### src/pkg/thsmy_map.svh
// Offsets, field positions, reset values of the high stamp bank.
// Assumes a 32-bit APB with word-aligned registers.
`ifndef THSMY_MAP_SVH
`define THSMY_MAP_SVH

// ----------------------------------------------------------------
// Register indices (byte address = index * 4)
// ----------------------------------------------------------------
`define THSMY_IDX_CTRL        8'h10
`define THSMY_IDX_STATUS      8'h11
`define THSMY_IDX_MONTH       8'h24
`define THSMY_IDX_YEAR        8'h25
`define THSMY_IDX_WIDTH       8

// ----------------------------------------------------------------
// Field widths and positions
// ----------------------------------------------------------------
`define THSMY_MONTH_WIDTH     5
`define THSMY_YEAR_WIDTH      8
`define THSMY_CTRL_ENABLE     0
`define THSMY_CTRL_OVERWRITE  1
`define THSMY_CTRL_CLEAR      2
`define THSMY_STAT_RECORDED   0

// ----------------------------------------------------------------
// Reset values
// ----------------------------------------------------------------
`define THSMY_MONTH_RESET     5'h00
`define THSMY_YEAR_RESET      8'h00
`define THSMY_ENABLE_RESET    1'b0
`define THSMY_OVERWRITE_RESET 1'b0

`endif

### src/pkg/thsmy_pkg.sv
// Types shared by the high stamp bank.
// Assumes the map header supplies all numbers.
package thsmy_pkg;

    // ------------------------------------------------------------
    // Stamp occupancy
    // ------------------------------------------------------------
    typedef enum logic [0:0] {
        THSMY_EMPTY    = 1'b0,
        THSMY_RECORDED = 1'b1
    } thsmy_state_type;

endpackage : thsmy_pkg

### src/rtl/thsmy_field.sv
// One stamp field: loads on capture, zeroes on clear.
// Assumes load and clear are single-cycle pulses on pclk.
`timescale 1ns/1ps

module thsmy_field #(
    parameter int                 WIDTH       = 8,
    parameter logic [WIDTH-1:0]   RESET_VALUE = '0
) (
    input  wire logic             pclk,
    input  wire logic             presetn,
    input  wire logic             load,
    input  wire logic             clear,
    input  wire logic [WIDTH-1:0] din,
    output logic      [WIDTH-1:0] q
);

    // ------------------------------------------------------------
    // Storage
    // ------------------------------------------------------------
    // Capture beats clear so a coincident event is kept
    always_ff @(posedge pclk or negedge presetn) begin
        if (!presetn) begin
            q <= RESET_VALUE;
        end else if (load) begin
            q <= din;
        end else if (clear) begin
            q <= '0;
        end
    end

endmodule : thsmy_field

### src/rtl/thsmy_top.sv
// High temperature stamp bank: month and year with APB access.
// Assumes the calendar and the threshold comparator run on pclk,
// so their signals arrive without synchronisers.
`timescale 1ns/1ps
`include "thsmy_map.svh"

module thsmy_top
    import thsmy_pkg::*;
(
    input  wire logic                          pclk,
    input  wire logic                          presetn,
    input  wire logic                          psel,
    input  wire logic                          penable,
    input  wire logic                          pwrite,
    input  wire logic [11:0]                   paddr,
    input  wire logic [31:0]                   pwdata,
    output logic      [31:0]                   prdata,
    output logic                               pready,
    output logic                               pslverr,
    input  wire logic                          high_temp_event,
    input  wire logic [`THSMY_MONTH_WIDTH-1:0] cur_month,
    input  wire logic [`THSMY_YEAR_WIDTH-1:0]  cur_year,
    output logic                               stamp_recorded
);

    // ------------------------------------------------------------
    // Declarations
    // ------------------------------------------------------------
    localparam logic [1:0] WORD_LSB = 2'h0;

    thsmy_state_type                 state;
    thsmy_state_type                 next_state;
    logic                            enable;
    logic                            overwrite_select;
    logic                            setup_phase;
    logic                            access_phase;
    logic                            write_access;
    logic [`THSMY_IDX_WIDTH-1:0]     index;
    logic                            aligned;
    logic                            hit_ctrl;
    logic                            hit_status;
    logic                            hit_month;
    logic                            hit_year;
    logic                            mapped;
    logic                            high_stamp_clear;
    logic                            capture;
    logic [`THSMY_MONTH_WIDTH-1:0]   high_stamp_month;
    logic [`THSMY_YEAR_WIDTH-1:0]    high_stamp_year;
    logic [31:0]                     next_rdata;

    // ------------------------------------------------------------
    // APB decode
    // ------------------------------------------------------------
    assign setup_phase  = psel && !penable;
    assign access_phase = psel && penable;
    assign write_access = access_phase && pwrite;

    assign index   = paddr[`THSMY_IDX_WIDTH+1:2];
    assign aligned = (paddr[1:0] == WORD_LSB);

    // Upper address bits must be clear so aliases stay unmapped
    assign hit_ctrl   = aligned && (paddr[11:`THSMY_IDX_WIDTH+2] == '0)
                        && (index == `THSMY_IDX_CTRL);
    assign hit_status = aligned && (paddr[11:`THSMY_IDX_WIDTH+2] == '0)
                        && (index == `THSMY_IDX_STATUS);
    assign hit_month  = aligned && (paddr[11:`THSMY_IDX_WIDTH+2] == '0)
                        && (index == `THSMY_IDX_MONTH);
    assign hit_year   = aligned && (paddr[11:`THSMY_IDX_WIDTH+2] == '0)
                        && (index == `THSMY_IDX_YEAR);
    assign mapped     = hit_ctrl || hit_status || hit_month || hit_year;

    // Zero wait states: read data was fetched during setup
    assign pready = access_phase;

    // ------------------------------------------------------------
    // Control register
    // ------------------------------------------------------------
    always_ff @(posedge pclk or negedge presetn) begin
        if (!presetn) begin
            enable <= `THSMY_ENABLE_RESET;
        end else if (write_access && hit_ctrl) begin
            enable <= pwdata[`THSMY_CTRL_ENABLE];
        end
    end

    always_ff @(posedge pclk or negedge presetn) begin
        if (!presetn) begin
            overwrite_select <= `THSMY_OVERWRITE_RESET;
        end else if (write_access && hit_ctrl) begin
            overwrite_select <= pwdata[`THSMY_CTRL_OVERWRITE];
        end
    end

    // Clear is a strobe, never stored, so it always reads back 0
    assign high_stamp_clear = write_access && hit_ctrl
                              && pwdata[`THSMY_CTRL_CLEAR];

    // ------------------------------------------------------------
    // Capture decision
    // ------------------------------------------------------------
    // First-event mode locks after one capture until cleared
    assign capture = enable && high_temp_event
                     && (overwrite_select || (state == THSMY_EMPTY));

    always_comb begin
        next_state = state;
        unique case (state)
            THSMY_EMPTY: begin
                if (capture) begin
                    next_state = THSMY_RECORDED;
                end
            end
            THSMY_RECORDED: begin
                // A capture in the clearing cycle keeps the stamp
                if (high_stamp_clear && !capture) begin
                    next_state = THSMY_EMPTY;
                end
            end
        endcase
    end

    always_ff @(posedge pclk or negedge presetn) begin
        if (!presetn) begin
            state <= THSMY_EMPTY;
        end else begin
            state <= next_state;
        end
    end

    assign stamp_recorded = (state == THSMY_RECORDED);

    // ------------------------------------------------------------
    // Stamp fields
    // ------------------------------------------------------------
    // Month keeps five bits; the top three are never stored
    thsmy_field #(
        .WIDTH       (`THSMY_MONTH_WIDTH),
        .RESET_VALUE (`THSMY_MONTH_RESET)
    ) u_month (
        .pclk    (pclk),
        .presetn (presetn),
        .load    (capture),
        .clear   (high_stamp_clear),
        .din     (cur_month),
        .q       (high_stamp_month)
    );

    thsmy_field #(
        .WIDTH       (`THSMY_YEAR_WIDTH),
        .RESET_VALUE (`THSMY_YEAR_RESET)
    ) u_year (
        .pclk    (pclk),
        .presetn (presetn),
        .load    (capture),
        .clear   (high_stamp_clear),
        .din     (cur_year),
        .q       (high_stamp_year)
    );

    // ------------------------------------------------------------
    // Read mux
    // ------------------------------------------------------------
    always_comb begin
        next_rdata = 32'h00000000;
        if (hit_ctrl) begin
            next_rdata[`THSMY_CTRL_ENABLE]    = enable;
            next_rdata[`THSMY_CTRL_OVERWRITE] = overwrite_select;
        end else if (hit_status) begin
            next_rdata[`THSMY_STAT_RECORDED]  = stamp_recorded;
        end else if (hit_month) begin
            // Bits 7:5 and up stay zero
            next_rdata[`THSMY_MONTH_WIDTH-1:0] = high_stamp_month;
        end else if (hit_year) begin
            next_rdata[`THSMY_YEAR_WIDTH-1:0]  = high_stamp_year;
        end
    end

    // Sampled in setup: a capture in the access cycle shows next read
    always_ff @(posedge pclk or negedge presetn) begin
        if (!presetn) begin
            prdata <= 32'h00000000;
        end else if (setup_phase) begin
            prdata <= pwrite ? 32'h00000000 : next_rdata;
        end
    end

    // Writes to the stamp registers are silently dropped, no error
    always_ff @(posedge pclk or negedge presetn) begin
        if (!presetn) begin
            pslverr <= 1'b0;
        end else if (setup_phase) begin
            pslverr <= !mapped;
        end
    end

endmodule : thsmy_top

### config.mk
export PLATFORM = sky130hd
export DESIGN_NAME = thsmy_top
export DESIGN_NICKNAME = d
export VERILOG_FILES = /design/src/pkg/thsmy_pkg.sv /design/src/rtl/thsmy_field.sv /design/src/rtl/thsmy_top.sv
export VERILOG_INCLUDE_DIRS = /design/src /design/src/pkg
export SDC_FILE = /design/constraint.sdc
export NUM_CORES = 1
export LEC_CHECK = 0
export BUFFER_PORTS_ARGS = -buffer_cell sky130_fd_sc_hd__buf_4
export CORE_MARGIN = 1
export CORE_UTILIZATION = 30
export CTS_CLUSTER_SIZE = 30
export DETAILED_ROUTE_END_ITERATION = 8
export PLACE_DENSITY_LB_ADDON = 0.15
export SYNTH_ARGS = -nofsm -noshare
export SYNTH_HDL_FRONTEND = slang
export SYNTH_HIERARCHICAL = 1
export SYNTH_SLANG_ARGS = --single-unit
### constraint.sdc
create_clock -name pclk -period 1.7 [get_ports pclk]
set_clock_uncertainty 0.15 [all_clocks]
set_input_delay 0.085 -clock pclk [delete_from_list [all_inputs] [get_ports pclk]]
set_output_delay 0.085 -clock pclk [all_outputs]
set_load 0.01 [all_outputs]
==> results.yml <==
status:
  outcome: "completed"
grt:
  antenna_found_initial: 0
  grt_pass1_vias: 974
  grt_max_degree: 26
  grt_use_total_pct: 13.2
  grt_pass1_wl_um: 4590
  overflow: 0
floorplan:
  rows: 23
  fp.dieH_um: 68.3
  die_w_um: 68.3
  initial_utilization_pct: 32.1
  die_area_sq_um: 4670
  coreArea_sq_um: 4120
  ios: 98
clocking:
  insertion_delay_ns: 0.26
  htreeDepth: 1
  cts_resized: 0
  cts_buffers: 3
  clk_pin_slew_worst_paths_ns: 0.08
  cts_tree: "built"
  cts-root-buf: "clkbuf_8"
  clockBufferDepth: 2
  cts_sinks: 25
synth:
  synth.distinct_cells: 32
  ys.warnings.count: 6
  syn_area_sq_um: 1320
  yosysSeqAreaShare_pct: 47.4
  syn_inst: 115
  yosysTopAreaCell: "dfrtp_1"
  yosys-top-cells-area: "dfrtp_1 (47%), buf_4 (14%), a22o_1 (12%)"
  yosys.area.top_type_share_pct: 47.4
  synth-seq-cells: 25
  syn_avg_cell_area_sq_um: 11.5
detailed_routing:
  num_vias: 1032
  dr.pass1.iters: 4
  drt-total-wl_um: 2830
  drc: 0
  dr.first_iter.drc_count: 43
  wl_per_cell_um: 12.4
  ant_nets: 0
  avgViaCountPerCell: 4.51
place:
  placed_cell_area_sq_um: 1670
  pre_cts_slack_ns: -0.183
  gp_congestion: 0.748
  port_buffers: 44
  dpl.hpwl_um: 2300
worst_setup_path:
  crit_chain: "buf_4, or4_1, nor4_2, mux2_2"
  path_buf_inv: 1
  r2r_setup_slack_ns: 0.32
  crit_path_start_kind: "primary input"
  required_ns: 1.70
  end_kind: "register"
  cpLargestDelayFamily: "simple AND/OR/NAND/NOR gates"
  crit_path_max_incr_delay_ns: 0.64
  crit_slowest_cell: "or4_1"
  cp_max_fo: 4
  cp_data_arrival_time_ns: 1.58
  critPathKind: "primary input to register"
cells_and_area:
  final_common_cell: "buf_4"
  final_cell_mix: "buf_4 (49), dfrtp_1 (25), conb_1 (24), a22o_1 (18), dlygate4sd3_1 (16)"
  diodes: 0
  finalNetCount: 243
  area_delta_synth_final_pct: 42.0
  drive_gt1_share_pct: 37.4
  final_area_sq_um: 1870
sta:
  fin_ws_ns: 0.123
  min_period_over_period_pct: 92.7
  period_minus_slack_ns: 1.58
  setup_tns_ns: 0
  setup_violations: 0
  hold_ws_ns: 0.108
  rsz0062_at_grt: "false"
  hold_viol_final: 0
  max_freq_mhz: 634
  drv_slew: 0
power_and_ir_drop:
  p_total_mw: 1.11
  ir_worst_vdd_mv: 0.532
  powerDensity_nw_per_um2: 592
  p_leak_nw: 0.932
run:
  maxCapViolations: 0
hold_path:
  hp-class: "primary input to async pin"
path summary, 6_finish.rpt:
path	endpoint	depth (start not counted)	start
worst max-delay path	overwrite_select	4	paddr[9]
worst min-delay path	u_year/q[5]	2	presetn
worst max register to register	u_month/q[1]	4	stamp_recorded
worst min register to register	prdata[4]	2	prdata[4]
max in group asynchronous	u_year/q[4]	2	presetn
min in group pclk	pslverr	4	paddr[4]
power breakdown:
group	leakage [nW]	internal [mW]	switching [mW]	total (mW)
Clock	0.0228	0.167	0.178	0.345
Sequential	0.342	0.597	0.00152	0.598
Combinational	0.568	0.0909	0.0751	0.166
cell families after synthesis:
family,share of synthesized area (%)
multiplexers,6.26
other,0.284
AO/OA/AOI/OAI,16.8
buffers and inverters,16.5
AND/OR/NAND/NOR,12.8
flip-flops,47.4
through the flow:
stage	instances	utilization, %
floorplan	138	-
global route	229	45.5
global placement	209	40.6
detailed placement	209	40.6
finish	229	45.5
CTS	229	45.5
sequential cells by signal, summed over array words and instances (netlist names):
| signal | count |
|---|---|
| pslverr | 1 |
| u_month/q | 5 |
| u_year/q | 8 |
| overwrite_select | 1 |
| prdata | 8 |
| enable | 1 |
| stamp_recorded | 1 |
layout make-up:
class	count	area (sq um)
timing repair buffer	66	548
fill	399	2240
clock buffer	4	45.0
sequential	25	626
multi-input combinational	82	586
tap	50	62.6
inverter	2	7.51
synthesized netlist by cell type:
cell      count
o21bai_1      1
inv_1         2
a21oi_1       1
nand4_1       1
or3b_2        2
dfrtp_1      25
conb_1        1
and2_1        1
a211oi_1      1
nor4_2        1
nor4_1        2
nand2b_1      1
nand2_1       5
nor3_1        1
buf_2         3
nand3_1       1
a22o_1       18
nor2_8        1
nor2_2        1
nand3b_1      1
o22ai_1       2
or4b_1        1
nand4b_1      1
buf_6         1
or4_4         1
or4_1         2
clkbuf_1      1
mux2_2        2
o21ai_0       1
mux2i_1       6
o21ai_2       3
buf_4        24
layer usage:
layer  GRT usage, %  up-vias  part of all wire (%)
li1               -      502                     -
met1           17.2      485                    43
met2           21.8       43                    52
met3           3.67        2                   4.9
met4           2.08        0                  0.28
met5              0        -                     0
timing repair:
action / CTS / global route
hold buffers: 16 / 0
endpoints found under the hold margin: 40 / 0
setup buffers: 0 / 0
No activity file was read; power rests on OpenSTA's default activity.
